## config.mk

```make
export PLATFORM = sky130hd
export DESIGN_NAME = tcbsr_regs
export DESIGN_NICKNAME = d
export VERILOG_FILES = /design/src/core/tcbsr_pkg.sv /design/src/core/tcbsr_regs.sv
export SDC_FILE = /design/constraint.sdc
export NUM_CORES = 1
export LEC_CHECK = 0
export BUFFER_PORTS_ARGS = -buffer_cell sky130_fd_sc_hd__buf_2
export CAP_MARGIN = 20
export CORE_ASPECT_RATIO = 0.8
export CORE_UTILIZATION = 25
export DETAILED_ROUTE_END_ITERATION = 8
export PLACE_DENSITY = 0.52
export SLEW_MARGIN = 20
export SYNTH_ARGS = -nofsm -noshare
export SYNTH_HDL_FRONTEND = slang
export SYNTH_SLANG_ARGS = --single-unit
export TNS_END_PERCENT = 50
```

## constraint.sdc

```tcl
create_clock -name ref_clk_in -period 4.1 [get_ports ref_clk_in]
set_input_delay 0.615 -clock ref_clk_in [delete_from_list [all_inputs] [get_ports ref_clk_in]]
set_output_delay 0.615 -clock ref_clk_in [all_outputs]
set_load 0.01 [all_outputs]
```

## src/core/tcbsr_pkg.sv

```systemverilog
package tcbsr_pkg;

  // ****************************************
  // Register map
  // ****************************************
  localparam logic [7:0] ADDR_OUT_B = 8'h07;
  localparam logic [7:0] ADDR_OUT_C = 8'h08;
  localparam logic [7:0] ADDR_RD_EDGE = 8'h09;
  localparam logic [7:0] ADDR_SID2 = 8'h18;
  localparam logic [7:0] ADDR_SID3 = 8'h19;
  localparam logic [7:0] ADDR_STATUS = 8'h1A;
  localparam logic [7:0] ADDR_GSID = 8'h1B;
  localparam logic [7:0] ADDR_PM_TRIG = 8'h1C;
  localparam logic [7:0] ADDR_TOP = 8'h1F;

  // ****************************************
  // Field positions
  // ****************************************
  localparam int EDGE_BIT = 0;
  localparam int SWR_BIT = 7;
  localparam int FLAG_CMD_PAR = 6;
  localparam int FLAG_LEN = 5;
  localparam int FLAG_ADDR_PAR = 4;
  localparam int FLAG_DATA_PAR = 3;
  localparam int FLAG_BAD_RD = 2;
  localparam int FLAG_BAD_WR = 1;
  localparam int FLAG_BC_RD = 0;
  // Power mode bits and trigger bits only
  localparam logic [7:0] GROUP_WR_MASK = 8'hC7;

  // ****************************************
  // Reset values
  // ****************************************
  localparam logic [7:0] RST_OUT = 8'h00;
  localparam logic RST_EDGE = 1'b0;
  localparam logic [3:0] RST_SID = 4'h7;
  localparam logic [3:0] RST_GSID = 4'h0;
  localparam logic [6:0] RST_FLAGS = 7'h00;

  // ****************************************
  // Protocol codes and link edge counts
  // ****************************************
  localparam logic [3:0] BROADCAST_SA = 4'h0;
  localparam logic [1:0] PM_STARTUP = 2'h1;
  localparam logic [2:0] OP_REG_WR = 3'h2;
  localparam logic [2:0] OP_REG_RD = 3'h3;
  localparam logic [3:0] OP_EXT_WR = 4'h0;
  localparam logic [3:0] OP_EXT_RD = 4'h2;
  localparam logic [3:0] CMD_LAST = 4'hC;
  localparam logic [3:0] FRAME_LAST = 4'h8;
  localparam logic [4:0] RD_OFF_RISE = 5'h03;
  localparam logic [4:0] RD_OFF_FALL = 5'h02;
  localparam logic [3:0] RD_PARK = 4'h9;
  localparam logic [4:0] RD_END = 5'h16;

  typedef enum logic [5:0] {
    ST_IDLE = 6'h01,
    ST_CMD = 6'h02,
    ST_ADDR = 6'h04,
    ST_WDATA = 6'h08,
    ST_READ = 6'h10,
    ST_WAIT = 6'h20
  } tcbsr_state_t;

  typedef struct packed {
    logic glide_start;
    logic turbo_start;
    logic glide;
    logic [6:0] target;
    logic [4:0] step_delay;
  } tcbsr_chan_t;

  typedef struct packed {
    logic valid;
    logic group;
    logic bcast;
    logic [4:0] addr;
    logic [7:0] data;
  } tcbsr_ext_wr_t;

  typedef struct packed {
    logic [1:0][7:0] out_val;
    logic rd_edge;
  } tcbsr_otp_t;

endpackage

```

## src/core/tcbsr_regs.sv

```systemverilog
// Functional notes
// - Output B/C hold 7-bit target; bit 7 set with nonzero timer starts glide.
// - Glide bit clear with nonzero timer applies target by turbo transition.
// - Output reads return active post-trigger target, not shadow or analog drive.
// - Read-timing bit 0 set launches read data on falling clock edge, else rising.
// - Second and third identifiers accept new value from broadcast write, address zero.
// - Each identifier also changes by individual write addressed with its current value.
// - Identifier writes need upper nibble equal hardwired maker bits, else ignored.
// - Identifiers and group identifier return to reset after shutdown power mode.
// - Status bit 7 write one soft-resets registers except ids and trigger register.
// - Soft reset acts in the last cycle of the setting frame.
// - Soft reset loads programmable-memory values for duplicated registers.
// - Status bits 6..0 hardware set; cleared by read, soft reset, startup, reset.
// - Command frame parity error sets bit 6, whole sequence ignored.
// - Early sequence start sets bit 5; complete correct frames kept.
// - Multi-byte read answered with exactly one data byte.
// - Address frame parity error sets bit 4, whole sequence ignored.
// - Data frame parity error sets bit 3, drops only that byte.
// - Read of missing register sets bit 2, data line left idle.
// - Write to missing register sets bit 1, data discarded, next frame normal.
// - Read with broadcast address sets bit 0, sequence ignored.
// - Group identifier written by any unique identifier, kept over soft reset.
// - Group-addressed frames write only power-mode and trigger bits.
// - Trigger copies shadow to active unless mask makes update immediate.
// - Glide step delay equals channel step timer, ignoring turbo doubling.
module tcbsr_regs #(
  // Hardwired upper identifier nibble; value arbitrary
  parameter logic [3:0] MAKER_NIBBLE = 4'hA
) (
  input wire logic ref_clk_in,
  input wire logic resetn_in,
  input wire logic sclk_in,
  input wire logic sdata_in,
  output logic sdata_out,
  output logic sdata_oe_out,
  input wire logic [3:0] first_sid_in,
  input wire logic [1:0] power_state_in,
  input wire logic shutdown_in,
  input wire logic [1:0] trig_mask_in,
  input wire logic [1:0] trig_fire_in,
  input wire logic [1:0][4:0] step_timer_in,
  input wire logic otp_valid_in,
  input tcbsr_pkg::tcbsr_otp_t otp_in,
  output tcbsr_pkg::tcbsr_chan_t [1:0] chan_out,
  output tcbsr_pkg::tcbsr_ext_wr_t ext_wr_out,
  output logic [6:0] flags_out
);

  // ****************************************
  // Address decode helpers
  // ****************************************
  function automatic logic tcbsr_is_ours(input logic [7:0] a);
    tcbsr_is_ours = (a == tcbsr_pkg::ADDR_OUT_B) || (a == tcbsr_pkg::ADDR_OUT_C)
      || (a == tcbsr_pkg::ADDR_RD_EDGE) || (a == tcbsr_pkg::ADDR_SID2)
      || (a == tcbsr_pkg::ADDR_SID3) || (a == tcbsr_pkg::ADDR_STATUS)
      || (a == tcbsr_pkg::ADDR_GSID);
  endfunction

  function automatic logic tcbsr_is_present(input logic [7:0] a);
    tcbsr_is_present = (a <= tcbsr_pkg::ADDR_RD_EDGE)
      || ((a >= tcbsr_pkg::ADDR_SID2) && (a <= tcbsr_pkg::ADDR_TOP));
  endfunction

  tcbsr_pkg::tcbsr_state_t state;
  tcbsr_pkg::tcbsr_state_t next_state;
  logic [2:0] sclk_sync;
  logic [2:0] sdata_sync;
  logic sclk_f;
  logic sdata_f;
  logic rise;
  logic fall;
  logic ssc;
  logic [12:0] sh;
  logic [12:0] sh_next;
  logic [3:0] nbit;
  logic [7:0] addr;
  logic [4:0] left;
  logic is_rd;
  logic cls_bc;
  logic cls_grp;
  logic [3:0] cls_sa;
  logic [4:0] rd_cnt;
  logic [8:0] rd_word;
  logic [7:0] shadow [2];
  logic rd_edge;
  logic [3:0] sid2;
  logic [3:0] sid3;
  logic [3:0] gsid;
  logic startup;
  logic [7:0] cmd_op;
  logic [3:0] cmd_sa;
  logic sa_bc;
  logic sa_ind;
  logic sa_grp;
  logic par_ok;
  logic frame_end;
  logic [7:0] look_addr;
  logic [7:0] rd_mux;
  logic rd_go;
  logic wr_go;
  logic [7:0] wr_data;
  logic [1:0] chan_wr;
  logic swr_go;
  logic stat_clr;
  logic [6:0] flag_set;
  logic [4:0] rd_cnt_n;
  logic [4:0] rd_off;
  logic [4:0] rd_step;
  logic launch;
  logic rd_end;
  logic ext_hit;

  assign startup = (power_state_in == tcbsr_pkg::PM_STARTUP);

  // ****************************************
  // Link pin synchronisers
  // ****************************************
  always_ff @(posedge ref_clk_in)
  begin
    if (!resetn_in)
    begin
      sclk_sync <= 3'h0;
      sdata_sync <= 3'h0;
      sclk_f <= 1'b0;
      sdata_f <= 1'b0;
    end
    else
    begin
      sclk_sync <= {sclk_sync[1:0], sclk_in};
      sdata_sync <= {sdata_sync[1:0], sdata_in};
      if (sclk_sync[1] == sclk_sync[2])
        sclk_f <= sclk_sync[2];
      if (sdata_sync[1] == sdata_sync[2])
        sdata_f <= sdata_sync[2];
    end
  end

  assign rise = (sclk_sync[1] == sclk_sync[2]) && sclk_sync[2] && !sclk_f;
  assign fall = (sclk_sync[1] == sclk_sync[2]) && !sclk_sync[2] && sclk_f;
  // Own read data would look like a start; ignore it while answering
  assign ssc = (sdata_sync[1] == sdata_sync[2]) && !sdata_sync[2] && sdata_f && !sclk_f
    && (state != tcbsr_pkg::ST_READ);

  // ****************************************
  // Frame decode
  // ****************************************
  always_comb
  begin
    sh_next = {sh[11:0], sdata_f};
    cmd_op = sh_next[8:1];
    cmd_sa = sh_next[12:9];
    sa_bc = (cmd_sa == tcbsr_pkg::BROADCAST_SA);
    sa_ind = (cmd_sa == first_sid_in) || (cmd_sa == sid2) || (cmd_sa == sid3);
    sa_grp = (cmd_sa == gsid) && !sa_bc && !sa_ind;
    // Odd parity over data and parity bit
    par_ok = ^sh_next;
    wr_data = sh_next[8:1];
    look_addr = (state == tcbsr_pkg::ST_CMD) ? {3'h0, cmd_op[4:0]} : sh_next[8:1];
    frame_end = 1'b0;
    rd_go = 1'b0;
    wr_go = 1'b0;
    flag_set = tcbsr_pkg::RST_FLAGS;
    next_state = state;
    case (state)
      tcbsr_pkg::ST_CMD:
      begin
        frame_end = fall && (nbit == tcbsr_pkg::CMD_LAST);
        if (frame_end)
        begin
          next_state = tcbsr_pkg::ST_WAIT;
          if (!par_ok)
            flag_set[tcbsr_pkg::FLAG_CMD_PAR] = 1'b1;
          else if (cmd_op[7:5] == tcbsr_pkg::OP_REG_RD || cmd_op[7:4] == tcbsr_pkg::OP_EXT_RD)
          begin
            if (sa_bc)
              flag_set[tcbsr_pkg::FLAG_BC_RD] = 1'b1;
            else if (sa_ind && cmd_op[7:4] == tcbsr_pkg::OP_EXT_RD)
              next_state = tcbsr_pkg::ST_ADDR;
            else if (sa_ind && tcbsr_is_ours(look_addr))
              rd_go = 1'b1;
          end
          else if (sa_bc || sa_ind || sa_grp)
          begin
            if (cmd_op[7:5] == tcbsr_pkg::OP_REG_WR)
              next_state = tcbsr_pkg::ST_WDATA;
            else if (cmd_op[7:4] == tcbsr_pkg::OP_EXT_WR)
              next_state = tcbsr_pkg::ST_ADDR;
          end
        end
      end
      tcbsr_pkg::ST_ADDR:
      begin
        frame_end = fall && (nbit == tcbsr_pkg::FRAME_LAST);
        if (frame_end)
        begin
          next_state = tcbsr_pkg::ST_WAIT;
          if (!par_ok)
            flag_set[tcbsr_pkg::FLAG_ADDR_PAR] = 1'b1;
          else if (!is_rd)
            next_state = tcbsr_pkg::ST_WDATA;
          else if (tcbsr_is_ours(look_addr))
            rd_go = 1'b1;
          else if (!tcbsr_is_present(look_addr))
            flag_set[tcbsr_pkg::FLAG_BAD_RD] = 1'b1;
        end
      end
      tcbsr_pkg::ST_WDATA:
      begin
        frame_end = fall && (nbit == tcbsr_pkg::FRAME_LAST);
        if (frame_end)
        begin
          if (left == 5'h01)
            next_state = tcbsr_pkg::ST_WAIT;
          if (!par_ok)
            flag_set[tcbsr_pkg::FLAG_DATA_PAR] = 1'b1;
          else
            wr_go = 1'b1;
          if (par_ok && !cls_grp && !tcbsr_is_present(addr))
            flag_set[tcbsr_pkg::FLAG_BAD_WR] = 1'b1;
        end
      end
      tcbsr_pkg::ST_READ:
      begin
        if (rd_end)
          next_state = tcbsr_pkg::ST_WAIT;
      end
      default:
      begin
        next_state = state;
      end
    endcase
    // Accepted read moves on to the answer phase
    if (rd_go)
      next_state = tcbsr_pkg::ST_READ;
    // read of a missing register answered by silence
    if (rd_go == 1'b0 && frame_end && par_ok && state == tcbsr_pkg::ST_CMD && sa_ind
      && cmd_op[7:5] == tcbsr_pkg::OP_REG_RD && !tcbsr_is_present(look_addr))
      flag_set[tcbsr_pkg::FLAG_BAD_RD] = 1'b1;
    // sequence start before the command, address or data frames completed
    if (ssc && (state == tcbsr_pkg::ST_ADDR || state == tcbsr_pkg::ST_WDATA
      || (state == tcbsr_pkg::ST_CMD && nbit != 4'h0)))
      flag_set[tcbsr_pkg::FLAG_LEN] = 1'b1;
  end

  // ****************************************
  // Register read mux and write strobes
  // ****************************************
  always_comb
  begin
    case (look_addr)
      tcbsr_pkg::ADDR_OUT_B: rd_mux = {chan_out[0].glide, chan_out[0].target};
      tcbsr_pkg::ADDR_OUT_C: rd_mux = {chan_out[1].glide, chan_out[1].target};
      tcbsr_pkg::ADDR_RD_EDGE: rd_mux = {7'h00, rd_edge};
      tcbsr_pkg::ADDR_SID2: rd_mux = {MAKER_NIBBLE, sid2};
      tcbsr_pkg::ADDR_SID3: rd_mux = {MAKER_NIBBLE, sid3};
      tcbsr_pkg::ADDR_STATUS: rd_mux = {1'b0, flags_out};
      tcbsr_pkg::ADDR_GSID: rd_mux = {4'h0, gsid};
      default: rd_mux = 8'h00;
    endcase
  end

  // group frames reach only the trigger register
  assign chan_wr[0] = wr_go && !cls_grp && (addr == tcbsr_pkg::ADDR_OUT_B);
  assign chan_wr[1] = wr_go && !cls_grp && (addr == tcbsr_pkg::ADDR_OUT_C);
  assign swr_go = wr_go && !cls_grp && (addr == tcbsr_pkg::ADDR_STATUS) && wr_data[tcbsr_pkg::SWR_BIT];
  assign ext_hit = tcbsr_is_present(addr) && !tcbsr_is_ours(addr)
    && (!cls_grp || addr == tcbsr_pkg::ADDR_PM_TRIG);

  // ****************************************
  // Read launch timing
  // ****************************************
  assign rd_cnt_n = rd_cnt + 5'h01;
  assign rd_off = rd_edge ? tcbsr_pkg::RD_OFF_FALL : tcbsr_pkg::RD_OFF_RISE;
  assign rd_step = rd_cnt_n - rd_off;
  assign launch = (state == tcbsr_pkg::ST_READ) && (rd_edge ? fall : rise)
    && (rd_cnt_n >= rd_off) && !rd_step[0] && (rd_step[4:1] <= tcbsr_pkg::RD_PARK);
  assign rd_end = (state == tcbsr_pkg::ST_READ) && fall && (rd_cnt_n == tcbsr_pkg::RD_END);
  // clear once the read frame is over
  assign stat_clr = rd_end && (addr == tcbsr_pkg::ADDR_STATUS);

  // ****************************************
  // Frame engine
  // ****************************************
  always_ff @(posedge ref_clk_in)
  begin
    if (!resetn_in)
    begin
      state <= tcbsr_pkg::ST_IDLE;
      sh <= 13'h0000;
      nbit <= 4'h0;
      addr <= 8'h00;
      left <= 5'h00;
      is_rd <= 1'b0;
      cls_bc <= 1'b0;
      cls_grp <= 1'b0;
      cls_sa <= 4'h0;
      rd_cnt <= 5'h00;
      rd_word <= 9'h000;
      sdata_out <= 1'b0;
      sdata_oe_out <= 1'b0;
    end
    else if (ssc)
    begin
      state <= tcbsr_pkg::ST_CMD;
      sh <= 13'h0000;
      nbit <= 4'h0;
    end
    else
    begin
      state <= next_state;
      if (fall && state != tcbsr_pkg::ST_READ)
      begin
        sh <= frame_end ? 13'h0000 : sh_next;
        nbit <= frame_end ? 4'h0 : nbit + 4'h1;
      end
      if (frame_end && state == tcbsr_pkg::ST_CMD)
      begin
        cls_sa <= cmd_sa;
        cls_bc <= sa_bc;
        cls_grp <= sa_grp;
        addr <= look_addr;
        is_rd <= (cmd_op[7:4] == tcbsr_pkg::OP_EXT_RD);
        left <= (cmd_op[7:5] == tcbsr_pkg::OP_REG_WR) ? 5'h01 : {1'b0, cmd_op[3:0]} + 5'h01;
      end
      if (frame_end && state == tcbsr_pkg::ST_ADDR)
        addr <= look_addr;
      if (frame_end && state == tcbsr_pkg::ST_WDATA)
      begin
        addr <= addr + 8'h01;
        left <= left - 5'h01;
      end
      // one data byte whatever the requested count
      if (rd_go)
      begin
        rd_word <= {rd_mux, ~^rd_mux};
        rd_cnt <= 5'h00;
      end
      else if (state == tcbsr_pkg::ST_READ && (rise || fall))
        rd_cnt <= rd_cnt_n;
      if (launch)
      begin
        sdata_oe_out <= 1'b1;
        sdata_out <= (rd_step[4:1] == tcbsr_pkg::RD_PARK) ? 1'b0
          : rd_word[tcbsr_pkg::FRAME_LAST - rd_step[4:1]];
      end
      if (rd_end)
      begin
        sdata_oe_out <= 1'b0;
        sdata_out <= 1'b0;
      end
    end
  end

  // ****************************************
  // Identifier registers
  // ****************************************
  always_ff @(posedge ref_clk_in)
  begin
    // shutdown loses identifiers; soft reset does not
    if (!resetn_in || startup || shutdown_in)
    begin
      sid2 <= tcbsr_pkg::RST_SID;
      sid3 <= tcbsr_pkg::RST_SID;
      gsid <= tcbsr_pkg::RST_GSID;
    end
    else if (wr_go && wr_data[7:4] == MAKER_NIBBLE)
    begin
      if (addr == tcbsr_pkg::ADDR_SID2 && (cls_bc || cls_sa == sid2))
        sid2 <= wr_data[3:0];
      if (addr == tcbsr_pkg::ADDR_SID3 && (cls_bc || cls_sa == sid3))
        sid3 <= wr_data[3:0];
    end
    // any unique identifier may write it
    if (resetn_in && !startup && !shutdown_in && wr_go && !cls_bc && !cls_grp
      && addr == tcbsr_pkg::ADDR_GSID)
      gsid <= wr_data[3:0];
  end

  // ****************************************
  // Output channels and read-timing register
  // ****************************************
  always_ff @(posedge ref_clk_in)
  begin
    if (!resetn_in || startup)
    begin
      rd_edge <= tcbsr_pkg::RST_EDGE;
      for (int i = 0; i < 2; i++)
      begin
        shadow[i] <= tcbsr_pkg::RST_OUT;
        chan_out[i] <= '0;
      end
    end
    // soft reset; in the frame's last cycle; memory values
    else if (swr_go)
    begin
      rd_edge <= otp_valid_in ? otp_in.rd_edge : tcbsr_pkg::RST_EDGE;
      for (int i = 0; i < 2; i++)
      begin
        shadow[i] <= otp_valid_in ? otp_in.out_val[i] : tcbsr_pkg::RST_OUT;
        {chan_out[i].glide, chan_out[i].target} <= otp_valid_in ? otp_in.out_val[i]
          : tcbsr_pkg::RST_OUT;
        chan_out[i].glide_start <= 1'b0;
        chan_out[i].turbo_start <= 1'b0;
      end
    end
    else
    begin
      if (wr_go && !cls_grp && addr == tcbsr_pkg::ADDR_RD_EDGE)
        rd_edge <= wr_data[tcbsr_pkg::EDGE_BIT];
      for (int i = 0; i < 2; i++)
      begin
        // step delay is the plain timer value
        chan_out[i].step_delay <= step_timer_in[i];
        chan_out[i].glide_start <= 1'b0;
        chan_out[i].turbo_start <= 1'b0;
        if (chan_wr[i])
          shadow[i] <= wr_data;
        if (chan_wr[i] && trig_mask_in[i])
        begin
          {chan_out[i].glide, chan_out[i].target} <= wr_data;
          chan_out[i].glide_start <= wr_data[7] && (step_timer_in[i] != 5'h00);
          chan_out[i].turbo_start <= !wr_data[7] && (step_timer_in[i] != 5'h00);
        end
        else if (trig_fire_in[i] && !trig_mask_in[i])
        begin
          {chan_out[i].glide, chan_out[i].target} <= shadow[i];
          chan_out[i].glide_start <= shadow[i][7] && (step_timer_in[i] != 5'h00);
          chan_out[i].turbo_start <= !shadow[i][7] && (step_timer_in[i] != 5'h00);
        end
      end
    end
  end

  // ****************************************
  // Status flags
  // ****************************************
  always_ff @(posedge ref_clk_in)
  begin
    if (!resetn_in || startup)
      flags_out <= tcbsr_pkg::RST_FLAGS;
    // hardware set wins over read and soft-reset clears
    else
      flags_out <= ((swr_go || stat_clr) ? tcbsr_pkg::RST_FLAGS : flags_out) | flag_set;
  end

  // ****************************************
  // Writes for registers kept elsewhere
  // ****************************************
  always_ff @(posedge ref_clk_in)
  begin
    if (!resetn_in)
      ext_wr_out <= '0;
    else
    begin
      ext_wr_out.valid <= wr_go && ext_hit;
      ext_wr_out.group <= cls_grp;
      ext_wr_out.bcast <= cls_bc;
      ext_wr_out.addr <= addr[4:0];
      // group writes keep power mode and trigger bits only
      ext_wr_out.data <= cls_grp ? (wr_data & tcbsr_pkg::GROUP_WR_MASK) : wr_data;
    end
  end

endmodule

```

## After elaboration in Yosys (flattened, before gate mapping)

Memories as Yosys holds them, arrays and structs flattened.
Index checks and enable logic that the tools add are counted.

| cells by class | value |
|---|---|
| reductions and logical operators | 149 |
| multiply operators | 0 |
| muxes and demuxes | 106 |
| equal/unequal tests | 53 |
| shifts and indexed selects | 0 |
| order comparisons | 9 |
| bitwise operators | 8 |
| add/subtract/negate cells | 7 |
| div/mod/pow operators | 0 |

Operator list:

| cell | count |
|---|---|
| 2-to-1 mux 8 bit | 12 |
| 2-to-1 mux 6 bit | 14 |
| == test 8 x 5 -> 1 bit, second input constant | 9 |
| logical AND 1 bit | 68 |
| 2-to-1 mux 1 bit | 59 |
| one-hot mux 8 bit (7 select lines) | 1 |
| 2-to-1 mux 10 bit | 4 |
| == test 8 x 4 -> 1 bit, second input constant | 4 |
| 2-to-1 mux 5 bit | 6 |
| logical OR 1 bit | 28 |
| == test 4 bit | 6 |
| one-hot mux 6 bit (4 select lines) | 1 |
| inequality test 4 bit, second input constant | 5 |
| logical NOT 1 bit | 19 |
| AND reduction 6 bit | 3 |
| == test 4 bit, second input constant | 4 |
| == test 8 x 3 -> 1 bit, second input constant | 2 |
| >= comparator 8 x 5 -> 1 bit, second input constant | 2 |
| <= comparator 8 x 4 -> 1 bit, second input constant | 2 |
| <= comparator 8 x 5 -> 1 bit, second input constant | 2 |
| AND reduction 2 bit | 8 |
| inequality test 3 bit, second input constant | 5 |
| nonzero test 5 bit | 3 |
| parity 13 bit | 1 |
| 39 further kinds | 64 |

| word-level totals | value |
|---|---|
| memory bits (read-only) | 0 |
| latch bits | 0 |
| bits in registers | 132 |
| memories | 1 |
| RAM bits | 16 |

Memories:

| name | depth | bits a word | read ports | clocked after Yosys merged registers in | write ports | line | text |
|---|---|---|---|---|---|---|---|
| shadow | 2 | 8 | 2 | 0 | 2 | tcbsr_regs.sv:84 | `logic [7:0] shadow [2];` |

## Logic depth before layout (Yosys ltp)

Gate-level depths: netlist of the first run.

| depth | value |
|---|---|
| depth in word-level cells | 26 |
| depth in mapped cells | 12 |
| depth with buffers taken out | 11 |

## Least setup slack after synthesis of the first run

Ideal clock, no wire load.

| timing path | value |
|---|---|
| kind | reg2reg |
| start | register sh[5] |
| end | register chan_out[27] (netlist name) |
| setup time | 0.074 ns |
| setup slack | 1.082 ns |
| cell stages (with the launch flop) | 12 |
| period minus slack after synthesis | 3.018 ns |
| path buffers | 2 |
| data arrival time | 2.943 ns |
| path through | dfxtp_1 -> clkbuf_1 -> inv_1 -> ha_1 -> xnor2_1 -> xnor2_1 -> xnor3_1 -> buf_2 -> nor4_1 -> nor3_1 -> nand2_1 -> a31oi_1 |

| on the way | value |
|---|---|
| cells in the longest elaborated chain, start to end | 9 |

Ends and longest elaborated chain:

| item | line | text |
|---|---|---|
| from (decl) | tcbsr_regs.sv:73 | `logic [12:0] sh;` |
| from (signal assigned) | tcbsr_regs.sv:313 | `sh <= frame_end ? 13'h0000 : sh_next;` |
| parity 13 bit (*) | tcbsr_regs.sv:156 | `par_ok = ^sh_next;` |
| 2-to-1 mux 1 bit (*) | tcbsr_regs.sv:214 | `if (!par_ok)` |
| 2-to-1 mux 1 bit (*) | tcbsr_regs.sv:210 | `if (frame_end)` |
| 2-to-1 mux 1 bit (*) | tcbsr_regs.sv:164 | `case (state)` |
| logical AND 1 bit (*) | tcbsr_regs.sv:264, tcbsr_regs.sv:265 |  |
| logical AND 1 bit | tcbsr_regs.sv:264 | `assign chan_wr[1] = wr_go && !cls_grp && (addr == tcbsr_pkg::ADDR_OUT_C);` |
| logical AND 1 bit | tcbsr_regs.sv:418 | `if (chan_wr[i] && trig_mask_in[i])` |
| 2-to-1 mux 10 bit | tcbsr_regs.sv:418 |  |
| 2-to-1 mux 8 bit | tcbsr_regs.sv:394 | `else if (swr_go)` |
| to (decl) | tcbsr_regs.sv:44 | `output tcbsr_pkg::tcbsr_chan_t [1:0] chan_out,` |

Mark *: on every way between the ends. The rest lies on a longest branch, timed or not.
A chain may end at the register's enable or synchronous reset.

## Final worst setup path of the first run

| timing path | value |
|---|---|
| start | register sh[1] |
| end | register rd_word[0] |

| on the way | value |
|---|---|
| cells in the longest elaborated chain, start to end | 17 |

Ends and longest elaborated chain:

| item | line | text |
|---|---|---|
| 2-to-1 mux 8 bit | tcbsr_regs.sv:158 | `look_addr = (state == tcbsr_pkg::ST_CMD) ? {3'h0, cmd_op[4:0]} : sh_next[8:1];` |
| == test 8 x 3 -> 1 bit or == test 8 x 4 -> 1 bit (tied branches) | tcbsr_regs.sv:53, tcbsr_regs.sv:250 |  |
| logical OR 1 bit | tcbsr_regs.sv:53 | `tcbsr_is_ours = (a == tcbsr_pkg::ADDR_OUT_B) \|\| (a == tcbsr_pkg::ADDR_OUT_C)` |
| logical OR 1 bit (2 in series) | tcbsr_regs.sv:54 | `\|\| (a == tcbsr_pkg::ADDR_RD_EDGE) \|\| (a == tcbsr_pkg::ADDR_SID2)` |
| logical OR 1 bit (2 in series) | tcbsr_regs.sv:55 | `\|\| (a == tcbsr_pkg::ADDR_SID3) \|\| (a == tcbsr_pkg::ADDR_STATUS)` |
| logical OR 1 bit | tcbsr_regs.sv:56 | `\|\| (a == tcbsr_pkg::ADDR_GSID);` |
| logical AND 1 bit | tcbsr_regs.sv:179 | `else if (sa_ind && tcbsr_is_ours(look_addr))` |
| 2-to-1 mux 1 bit | tcbsr_regs.sv:179 |  |
| 2-to-1 mux 1 bit | tcbsr_regs.sv:177 | `else if (sa_ind && cmd_op[7:4] == tcbsr_pkg::OP_EXT_RD)` |
| 2-to-1 mux 1 bit | tcbsr_regs.sv:175 | `if (sa_bc)` |
| 2-to-1 mux 1 bit | tcbsr_regs.sv:173 | `else if (cmd_op[7:5] == tcbsr_pkg::OP_REG_RD \|\| cmd_op[7:4] == tcbsr_pkg::OP_EXT_RD)` |
| 2-to-1 mux 1 bit | tcbsr_regs.sv:171 | `if (!par_ok)` |
| 2-to-1 mux 1 bit | tcbsr_regs.sv:168 | `if (frame_end)` |
| one-hot mux 1 bit (2 select lines) | tcbsr_regs.sv:164 |  |
| AND reduction 2 bit (no line) | - |  |
| to (signal assigned) | tcbsr_regs.sv:335 | `rd_word <= {rd_mux, ~^rd_mux};` |
| to (decl) | tcbsr_regs.sv:83 | `logic [8:0] rd_word;` |

Parallel ways exist; a longest one is shown, timed or not.

==> run summary, run 1 <==
outcome: completed
RSZ-0062 raised after global routing: no
routed wire length: 26.1 mm
clock share of power: 49.8%
GR Util met1: 23.5%
hold_buf cts: 0
die height: 162 um
top-level port count: 98
clock-pin slew on the worst setup and hold paths: 60 ps
placed cell count: 1407
busiest grt layer: met1
Synth Register Bits: 148
FMAX: 276 MHz
crit-path cells: ha_1 > nor4bb_1 > a22oi_1 > a21oi_1 > xor2_1 > xnor2_1 > xor3_1 > a211oi_1
antenna fix cells: 0
Final nets: 1075
Avg Inst Size Synth: 8.62 um2
number of flops mapped to enable cells by yosys: 20
Final WS setup: 476 ps
initial core utilization: 25.4%
CP bufs+invs: 0
Initial DRC Count: 521
Die ar.: 0.0326 mm2
ys flop type: dfxtp_1
Tcrit/Tclk final: 88.4%
layout cells sized above 1: 17.1%
Synth top area share: 32.2%
Port Buffers: 97
Worst Tran Pin Value: 965 ps
delay-heaviest family, CP: compound AO/OA/AOI/OAI gates
final core utilization: 30.4%
power consumption: 3.30 mW
clock buffer count from CTS: 17
GRT Total Usage: 16.0%
crit path max fanout: 8
Leak: 3.75 nW
Sw Pwr: 789 uW
DR WL/cell: 18.1 um
Filler cells: 3355
top cells by area, synth: dfxtp_1 (32%), edfxtp_1 (7.5%), nand2_1 (5.1%)
peak supply drop: 300 uV
die width: 201 um
Crit path required time: 4450 ps
row count: 58
Final Instance Area: 0.00953 mm2
delay of the slowest critical-path stage: 760 ps
setup repair bufs after CTS: 0
number of global-route vias before repair: 6715
placed inst area: 0.00892 mm2
final slew viol count: 0
startpoint types: register
cell taking the most area after synthesis: dfxtp_1
Root Driver: clkbuf_16
Crit Path Class: reg2reg
Worst setup EP type: register
final hold violation count: 0
grt total ovfl: 0
CTS max path bufs: 2
core region area: 0.0314 mm2
Final setup viols: 0
antenna violations before repair: 3
total iterations of the first detailed-routing run: 5
H-tree depth: 4
Seq pwr share: 45.8%
FFs w/ async S/R, synth: 0%
Sink Count: 148
met2 Use GR: 22.9%
total negative slack: 0 ps
Worst EP arrival: 3980 ps
Synth Instances: 923
mapped cell area: 0.00796 mm2
GPL Wtd Cong: 0.869
hold_ws: 399 ps
Max-cap violations: 0
Seq/Total Area, Yosys: 39.7%
Pint: 2.51 mW
clock insertion delay at the later pin of the skew report: 440 ps
Layout area overhead: 19.8%
post-route ant nets: 0
Clock Skews: 9.39 ps
combinational power share: 4.3%
CP max-delay cell: nor4bb_1
pre-CTS setup slack: 683 ps
DP HPWL: 19.2 mm
met3 usage: 4.00%
PostCTS Resize Cnt: 0
sw frac: 23.9%
crit path time final: 3620 ps
global-route wire length before repair: 39.8 mm
Netlist cell types: 66
Multi-input gate area: 0.00445 mm2
Slew headroom: 35.7%
register area: 0.00316 mm2
TritonCTS clock tree: built
largest net degree at the start of global routing: 36
Post-route DRC: 0
Via density: 4.97
Vias: 7150
Synth Net Count: 992
Synth warnings: 0
Finished Layout Cells: 1439
worst min-delay path class: in2reg
pwr/cell area: 346 mW/mm2
[registers in the layout, summed over array words and instances, names as in the netlist, 4 cells and up]
register    flops
left            5
flags_out       7
rd_cnt          5
state           6
shadow         16
sid3            4
ext_wr_out     16
sh             12
sid2            4
gsid            4
cls_sa          4
rd_word         9
addr            8
nbit            4
chan_out       30
[final cells by class]
type | instances | area share, %
clock buffer | 20 | 4.91
clock inverter | 12 | 1.48
inverter | 31 | 1.22
multi-input combinational | 686 | 46.6
sequential | 148 | 33.2
tap | 420 | 5.51
timing repair buffer | 122 | 7.06
[layout by cell type (no fill, tap or decap), types with 15 or more instances in the layout]
cell type,netlist,routed
xnor2_1,37,37
nor2_1,102,102
inv_1,31,31
a21oi_1,69,69
clkbuf_16,0,18
nor3_1,22,22
nand2_1,109,109
edfxtp_1,20,20
nand3_1,15,15
ha_1,26,26
buf_2,9,97
o21ai_0,34,34
buf_4,2,25
mux2i_1,40,40
dfxtp_1,128,128
and2_1,23,23
[final timing paths]
check / start / endpoint / slack, ps / cells past startpoint
worst max-delay path: sh[1]$_SDFFE_PP0P_ / rd_word[0]$_SDFFE_PN0P_ / 480 / 8
worst min-delay path: sdata_in / sdata_sync[0]$_SDFF_PN0_ / 400 / 2
worst max register to register: sh[1]$_SDFFE_PP0P_ / rd_word[0]$_SDFFE_PN0P_ / 480 / 8
worst min register to register: sdata_sync[0]$_SDFF_PN0_ / sdata_sync[1]$_SDFF_PN0_ / 430 / 1
[worst reg2reg max path, stage by stage, from the launching register on]
cell and delay, ps:
dfxtp_1 530, ha_1 550, nor4bb_1 760, a22oi_1 290, a21oi_1 480, xor2_1 230, xnor2_1 170, xor3_1 330
a211oi_1 220
[cells by family after synthesis]
| group | share of synthesized area [%] |
|---|---|
| fa+ha+maj | 4.09 |
| flops | 39.7 |
| simple gates | 21.9 |
| compound gates | 17.0 |
| xor+xnor | 6.65 |
| mux | 6.02 |
| buf+inv | 4.53 |
[cell usage after synthesis (22+ instances only)]
| library cell | n |
|---|---|
| nand2_1 | 109 |
| clkbuf_1 | 38 |
| ha_1 | 26 |
| a21oi_1 | 69 |
| o21ai_0 | 34 |
| mux2i_1 | 40 |
| dfxtp_1 | 128 |
| xnor2_1 | 37 |
| nor2_1 | 102 |
| and2_1 | 23 |
| nor3_1 | 22 |
| inv_1 | 31 |
[layer usage]
| layer | vias up | share of wire, % |
|---|---|---|
| li1 | 3438 | - |
| met1 | 3472 | 50 |
| met2 | 221 | 42 |
| met3 | 17 | 6.8 |
| met4 | 2 | 0.92 |
| met5 | - | 0.17 |
[power by group through the flow]
| stage | Combinational [mW] | Sequential [mW] | Clock (mW) |
|---|---|---|---|
| final | 0.143 | 1.51 | 1.64 |
| after global routing | 0.157 | 1.51 | 1.74 |
| after CTS | 0.144 | 1.51 | 1.67 |
| after detailed placement | 0.144 | 1.54 | 0 |
| after global placement | 0.143 | 1.54 | 0 |
| after floorplan | 0.0723 | 1.54 | 0 |
Power figures use the tool's default switching activity.
==> inputs of run 2 (changes only) <==
--- a/config.mk
+++ b/config.mk
@@ -8,9 +8,9 @@
 export BUFFER_PORTS_ARGS = -buffer_cell sky130_fd_sc_hd__buf_2
 export CAP_MARGIN = 20
 export CORE_ASPECT_RATIO = 0.8
-export CORE_UTILIZATION = 25
+export CORE_UTILIZATION = 59
 export DETAILED_ROUTE_END_ITERATION = 8
-export PLACE_DENSITY = 0.52
+export PLACE_DENSITY = 0.81
 export SLEW_MARGIN = 20
 export SYNTH_ARGS = -nofsm -noshare
 export SYNTH_HDL_FRONTEND = slang
==> run 2 against run 1 <==
Sequential cell count stayed put. First-iteration DRC count increased by 64%. Sequential power is essentially flat. Critical path type unchanged. Critical path depth fell by 1. Combinational power shrank 3%. Non-clock buffer count decreased by 5. Clock power down 4%. Design area is 3.7% lower.
==> run summary, run 2 (synthesis results as in run 1) <==
antenna violations before repair: 0 (-3)
pre-CTS setup slack: 578 ps (-105 ps)
global-route wire length before repair: 35.4 mm (-11%)
Leak: 3.72 nW (-0.62%)
CP max-delay cell: xnor3_1
largest registers: chan_out: 30 flops, ext_wr_out: 16 flops, shadow: 16 flops
Worst Setup EP: shadow[0][12]$_DFFE_PP_
most frequent cells in the layout: dfxtp_1 (128), nand2_1 (109), nor2_1 (102)
Filler cells: 1011 (-70%)
Hold Path Origin: sclk_in
core region area: 0.0130 mm2 (-59%)
pwr/cell area: 351 mW/mm2 (+1.7%)
Final setup viols: 0 (unchanged)
antenna fix cells: 0 (unchanged)
CTS max path bufs: 2 (unchanged)
delay of the slowest critical-path stage: 720 ps (-40 ps)
clock buffer count from CTS: 17 (unchanged)
H-tree depth: 4 (unchanged)
Clock Skews: 7.46 ps (-1.93 ps)
crit path time final: 3710 ps (+85.7 ps)
worst min-delay path class: in2reg
layout cells sized above 1: 16.9% (-0.21 points)
post-route ant nets: 0 (unchanged)
Final WS setup: 390 ps (-85.7 ps)
outcome: completed
peak supply drop: 332 uV (+11%)
Hold Crit Depth: 2 (unchanged)
Crit path required time: 4350 ps (-100 ps)
total iterations of the first detailed-routing run: 7 (+2)
clock insertion delay at the later pin of the skew report: 430 ps (about the same)
FF-to-FF End: shadow[0][12]$_DFFE_PP_
WP depth: 7 (-1)
Via density: 6.27 (+26%)
row count: 37 (-36%)
FF-to-FF Start: sh[1]$_SDFFE_PP0P_
die width: 132 um (-35%)
clock-pin slew on the worst setup and hold paths: 70 ps (about the same)
startpoint types: register
FMAX: 270 MHz (-2.3%)
grt total ovfl: 0 (unchanged)
cell mode on critical path: xnor2_1
Slew headroom: 42.8% (+7.1 points)
TritonCTS clock tree: built
launch point of the worst path: sh[1]$_SDFFE_PP0P_
GRT Total Usage: 32.5% (+16 points)
largest register by flop count: chan_out
Max-cap violations: 0 (unchanged)
Worst Tran Pin Value: 846 ps (-119 ps)
largest net degree at the start of global routing: 36 (unchanged)
Sink Count: 148 (unchanged)
Crit Path Class: reg2reg
PostCTS Resize Cnt: 0 (unchanged)
DP HPWL: 15.9 mm (-17%)
Die ar.: 0.0140 mm2 (-57%)
Worst setup EP type: register
CP bufs+invs: 0 (unchanged)
Worst EP arrival: 3960 ps (-20 ps)
reg2reg setup slack: 390 ps (-90 ps)
Initial DRC Count: 853 (+64%)
final slew viol count: 0 (unchanged)
Post-route DRC: 0 (unchanged)
Largest register FFs: 30 (unchanged)
setup repair bufs after CTS: 0 (unchanged)
RSZ-0062 raised after global routing: no
Layout area overhead: 15.3%
Vias: 7452 (+4.2%)
Tcrit/Tclk final: 90.5% (+2.1 points)
routed wire length: 22.6 mm (-13%)
final hold violation count: 0 (unchanged)
delay-heaviest family, CP: simple AND/OR/NAND/NOR gates
Root Driver: clkbuf_16
commonest non-fill, non-tap cell in the layout: dfxtp_1
hold_buf cts: 0 (unchanged)
GPL Wtd Cong: 0.921 (+6.0%)
number of global-route vias before repair: 6745 (+0.45%)
crit path max fanout: 16 (+8)
initial core utilization: 61.2% (+36 points)
Final nets: 1070 (-0.47%)
top-level port count: 98 (unchanged)
DR WL/cell: 19.0 um (+4.9%)
Port Buffers: 97 (unchanged)
crit-path cells: ha_1 > xnor2_1 > xnor2_1 > xnor3_1 > nor4_1 > nand2_1 > o21ai_0
total negative slack: 0 ps (unchanged)
die height: 106 um (-34%)
r2r worst-path depth: 7 (-1)
==> run 2: cell count changes in the layout (fill, tap and decap cells not counted), sizes merged <==
cell,delta
buf,-5
clkinv,+4
clkbuf,-3
clkinvlp,-3
inv,+3
bufinv,-1
==> run 2: worst min path at each step <==
stage,endpoint,slack [ps]
floorplan,sclk_sync[1]$_SDFF_PN0_,410
global placement,sdata_sync[1]$_SDFF_PN0_,410
detailed placement,sdata_sync[1]$_SDFF_PN0_,420
CTS,sclk_sync[0]$_SDFF_PN0_,390
global route,sclk_sync[0]$_SDFF_PN0_,400
finish,sclk_sync[0]$_SDFF_PN0_,390
==> run 2: worst register-to-register path, stage by stage, from the launching register on <==
cell and delay [ps]:
dfxtp_1 670, ha_1 340, xnor2_1 180, xnor2_1 140
xnor3_1 720, nor4_1 670, nand2_1 470, o21ai_0 340
==> run 2: routing by layer <==
| metal | track usage [%] | share of wire (%) | up-vias |
|---|---|---|---|
| met5 | 0 | 0 | - |
| met4 | 14.0 | 3.1 | 0 |
| met3 | 6.16 | 10 | 63 |
| met2 | 48.7 | 43 | 454 |
| met1 | 45.5 | 43 | 3500 |
| li1 | - | - | 3435 |
==> run 2: layout make-up <==
| class | count | area, um2 | area share [%] |
|---|---|---|---|
| flip-flops and latches | 148 | 3160 | 34.5 |
| repair buffers | 117 | 636 | 6.93 |
| inverters | 31 | 116 | 1.27 |
| clock buffers | 17 | 425 | 4.64 |
| multi-input cells | 686 | 4450 | 48.5 |
| clock inverters | 15 | 165 | 1.80 |
| well taps | 175 | 219 | 2.39 |
==> run 2: metrics by stage <==
stage	util, %	hold slack (ps)	instances	total power [mW]	area (um2)
floorplan	-	412	923	1.61	7960
global placement	66.0	413	1157	1.67	8580
detailed placement	66.0	421	1157	1.68	8580
CTS	70.5	387	1189	3.22	9170
global route	70.5	402	1189	3.30	9180
finish	70.5	390	1189	3.22	9180
==> run 2: power by group <==
part / internal, mW / switching [mW] / total (mW)
clock network: 0.866 / 0.710 / 1.58
logic: 0.0522 / 0.0863 / 0.139
registers: 1.49 / 0.0163 / 1.51
total: 2.41 / 0.813 / 3.22
==> inputs of run 3 (changes only) <==
--- a/config.mk
+++ b/config.mk
@@ -11,6 +11,7 @@
 export CORE_UTILIZATION = 59
 export DETAILED_ROUTE_END_ITERATION = 8
 export PLACE_DENSITY = 0.81
+export RECOVER_POWER = 25
 export SLEW_MARGIN = 20
 export SYNTH_ARGS = -nofsm -noshare
 export SYNTH_HDL_FRONTEND = slang
==> run 3 against run 2 <==
The flow now finishes with violations (max-capacitance violations, max-slew violations). Combinational power about the same. Clock skew about the same. Global-route usage unchanged. Clock power about the same. Sequential share of layout area increased by 0.19 points. Worst setup slack improved by 29 ps. Hold slack got worse by 0.96 ps. Final cell count unchanged. Via count decreased by 1.4%. Clock-buffer cell count unchanged. Critical path type unchanged. Largest cell class unchanged. Highest routed layer unchanged.
==> run summary, run 3 (synthesis results as in run 1) <==
outcome: finished, violations left
failing checks: max-capacitance violations, max-slew violations
Final Instance Area: 0.00913 mm2 (-0.55%)
Seq pwr share: 46.9% (about the same)
Vias: 7351 (-1.4%)
pre-CTS setup slack: 578 ps (unchanged)
placed inst area: 0.00858 mm2 (unchanged)
die width: 132 um (unchanged)
crit path max fanout: 16 (unchanged)
DP HPWL: 15.9 mm (unchanged)
Slew headroom: -13.7% (-56 points)
Worst Setup EP: shadow[0][12]$_DFFE_PP_
routed wire length: 22.5 mm (-0.40%)
Worst setup EP type: register
Final setup viols: 0 (unchanged)
most frequent cells in the layout: dfxtp_1 (128), nand2_1 (109), nor2_1 (102)
sw frac: 25.2% (about the same)
peak supply drop: 334 uV (+0.53%)
combinational power share: 4.2% (about the same)
core region area: 0.0130 mm2 (unchanged)
Worst EP arrival: 3930 ps (-30 ps)
Clock Skews: 7.49 ps (+0.0365 ps)
power consumption: 3.22 mW (about the same)
die height: 106 um (unchanged)
GPL Wtd Cong: 0.921 (unchanged)
clock buffer count from CTS: 17 (unchanged)
FMAX: 272 MHz (+0.78%)
Leak: 3.57 nW (-4.1%)
CTS max path bufs: 2 (unchanged)
Crit path required time: 4350 ps (about the same)
H-tree depth: 4 (unchanged)
launch point of the worst path: sh[1]$_SDFFE_PP0P_
antenna fix cells: 0 (unchanged)
largest register by flop count: chan_out
post-route ant nets: 0 (unchanged)
Max-cap violations: 1 (+1)
reg2reg setup slack: 420 ps (+30 ps)
Initial DRC Count: 917 (+7.5%)
commonest non-fill, non-tap cell in the layout: dfxtp_1
Final nets: 1070 (unchanged)
Crit Path Class: reg2reg
row count: 37 (unchanged)
DR WL/cell: 19.0 um (-0.40%)
r2r worst-path depth: 7 (unchanged)
Final WS setup: 419 ps (+28.7 ps)
startpoint types: register
clock-pin slew on the worst setup and hold paths: 70 ps (about the same)
hold_buf cts: 0 (unchanged)
Tcrit/Tclk final: 89.8% (-0.70 points)
clock insertion delay at the later pin of the skew report: 430 ps (about the same)
crit path time final: 3680 ps (-28.7 ps)
final hold violation count: 0 (unchanged)
pwr/cell area: 353 mW/mm2 (+0.46%)
Largest register FFs: 30 (unchanged)
largest registers: chan_out: 30 flops, ext_wr_out: 16 flops, shadow: 16 flops
number of global-route vias before repair: 6745 (unchanged)
PostCTS Resize Cnt: 0 (unchanged)
FF-to-FF End: shadow[0][12]$_DFFE_PP_
Via density: 6.18 (-1.4%)
worst min-delay path class: in2reg
register area: 0.00316 mm2 (unchanged)
global-route wire length before repair: 35.4 mm (unchanged)
Worst Tran Pin Value: 1710 ps (+859 ps)
setup repair bufs after CTS: 0 (unchanged)
grt total ovfl: 0 (unchanged)
TritonCTS clock tree: built
GRT Total Usage: 32.5% (unchanged)
largest net degree at the start of global routing: 36 (unchanged)
RSZ-0062 raised after global routing: no
Sink Count: 148 (unchanged)
Multi-input gate area: 0.00445 mm2 (unchanged)
Post-route DRC: 0 (unchanged)
total iterations of the first detailed-routing run: 6 (-1)
Root Driver: clkbuf_16
Pint: 2.41 mW (-0.12%)
Sw Pwr: 813 uW (about the same)
final slew viol count: 36 (+36)
Layout area overhead: 14.7%
clock share of power: 48.9% (about the same)
initial core utilization: 61.2% (unchanged)
Filler cells: 1031 (+2.0%)
antenna violations before repair: 0 (unchanged)
FF-to-FF Start: sh[1]$_SDFFE_PP0P_
Die ar.: 0.0140 mm2 (unchanged)
top-level port count: 98 (unchanged)
Port Buffers: 97 (unchanged)
total negative slack: 0 ps (unchanged)
layout cells sized above 1: 13.3% (-3.6 points)
run 3: cell type report:
| type | instances | area share [%] |
|---|---|---|
| Timing Repair Buffer | 117 | 6.42 |
| Inverter | 31 | 1.28 |
| Clock inverter | 15 | 1.81 |
| Tap cell | 175 | 2.40 |
| Sequential cell | 148 | 34.7 |
| Clock buffer | 17 | 4.66 |
| Multi-Input combinational cell | 686 | 48.8 |
run 3: worst min path at each step:
stage                                        start                       end  slack (ps)  cells after the start
final                                      sclk_in   sclk_sync[0]$_SDFF_PN0_         390                      2
after global routing                       sclk_in   sclk_sync[0]$_SDFF_PN0_         400                      2
after CTS                                  sclk_in   sclk_sync[0]$_SDFF_PN0_         390                      2
after detailed placement  sdata_sync[0]$_SDFF_PN0_  sdata_sync[1]$_SDFF_PN0_         420                      1
after global placement    sdata_sync[0]$_SDFF_PN0_  sdata_sync[1]$_SDFF_PN0_         410                      1
after floorplan            sclk_sync[0]$_SDFF_PN0_   sclk_sync[1]$_SDFF_PN0_         410                      1
run 3: layer usage:
metal  share of wire, %  global-route usage [%]
met5                  0                       0
met4                2.7                    14.0
met3                 11                    6.16
met2                 43                    48.7
met1                 42                    45.5
run 3: power groups by stage:
stage | combinational [mW] | sequential [mW] | clock, mW
5_1_grt | 0.148 | 1.51 | 1.64
3_5_place_dp | 0.136 | 1.54 | 0
3_3_place_gp | 0.134 | 1.54 | 0
2_1_floorplan | 0.0723 | 1.54 | 0
6_report | 0.136 | 1.51 | 1.58
4_1_cts | 0.137 | 1.51 | 1.58
run 3: worst max-delay path, stage by stage, from the launching register on:
cell and delay, ps:
dfxtp_1 670, ha_1 340, xnor2_1 180, xnor2_1 140
xnor3_1 720, nor4_1 650, nand2_1 470, o21ai_0 340
run 3: per-stage QoR:
| stage | instances | util [%] | hold slack, ps |
|---|---|---|---|
| finish | 1189 | 70.2 | 389 |
| floorplan | 923 | - | 412 |
| global route | 1189 | 70.2 | 402 |
| CTS | 1189 | 70.5 | 387 |
| detailed placement | 1157 | 66.0 | 421 |
| global placement | 1157 | 66.0 | 413 |
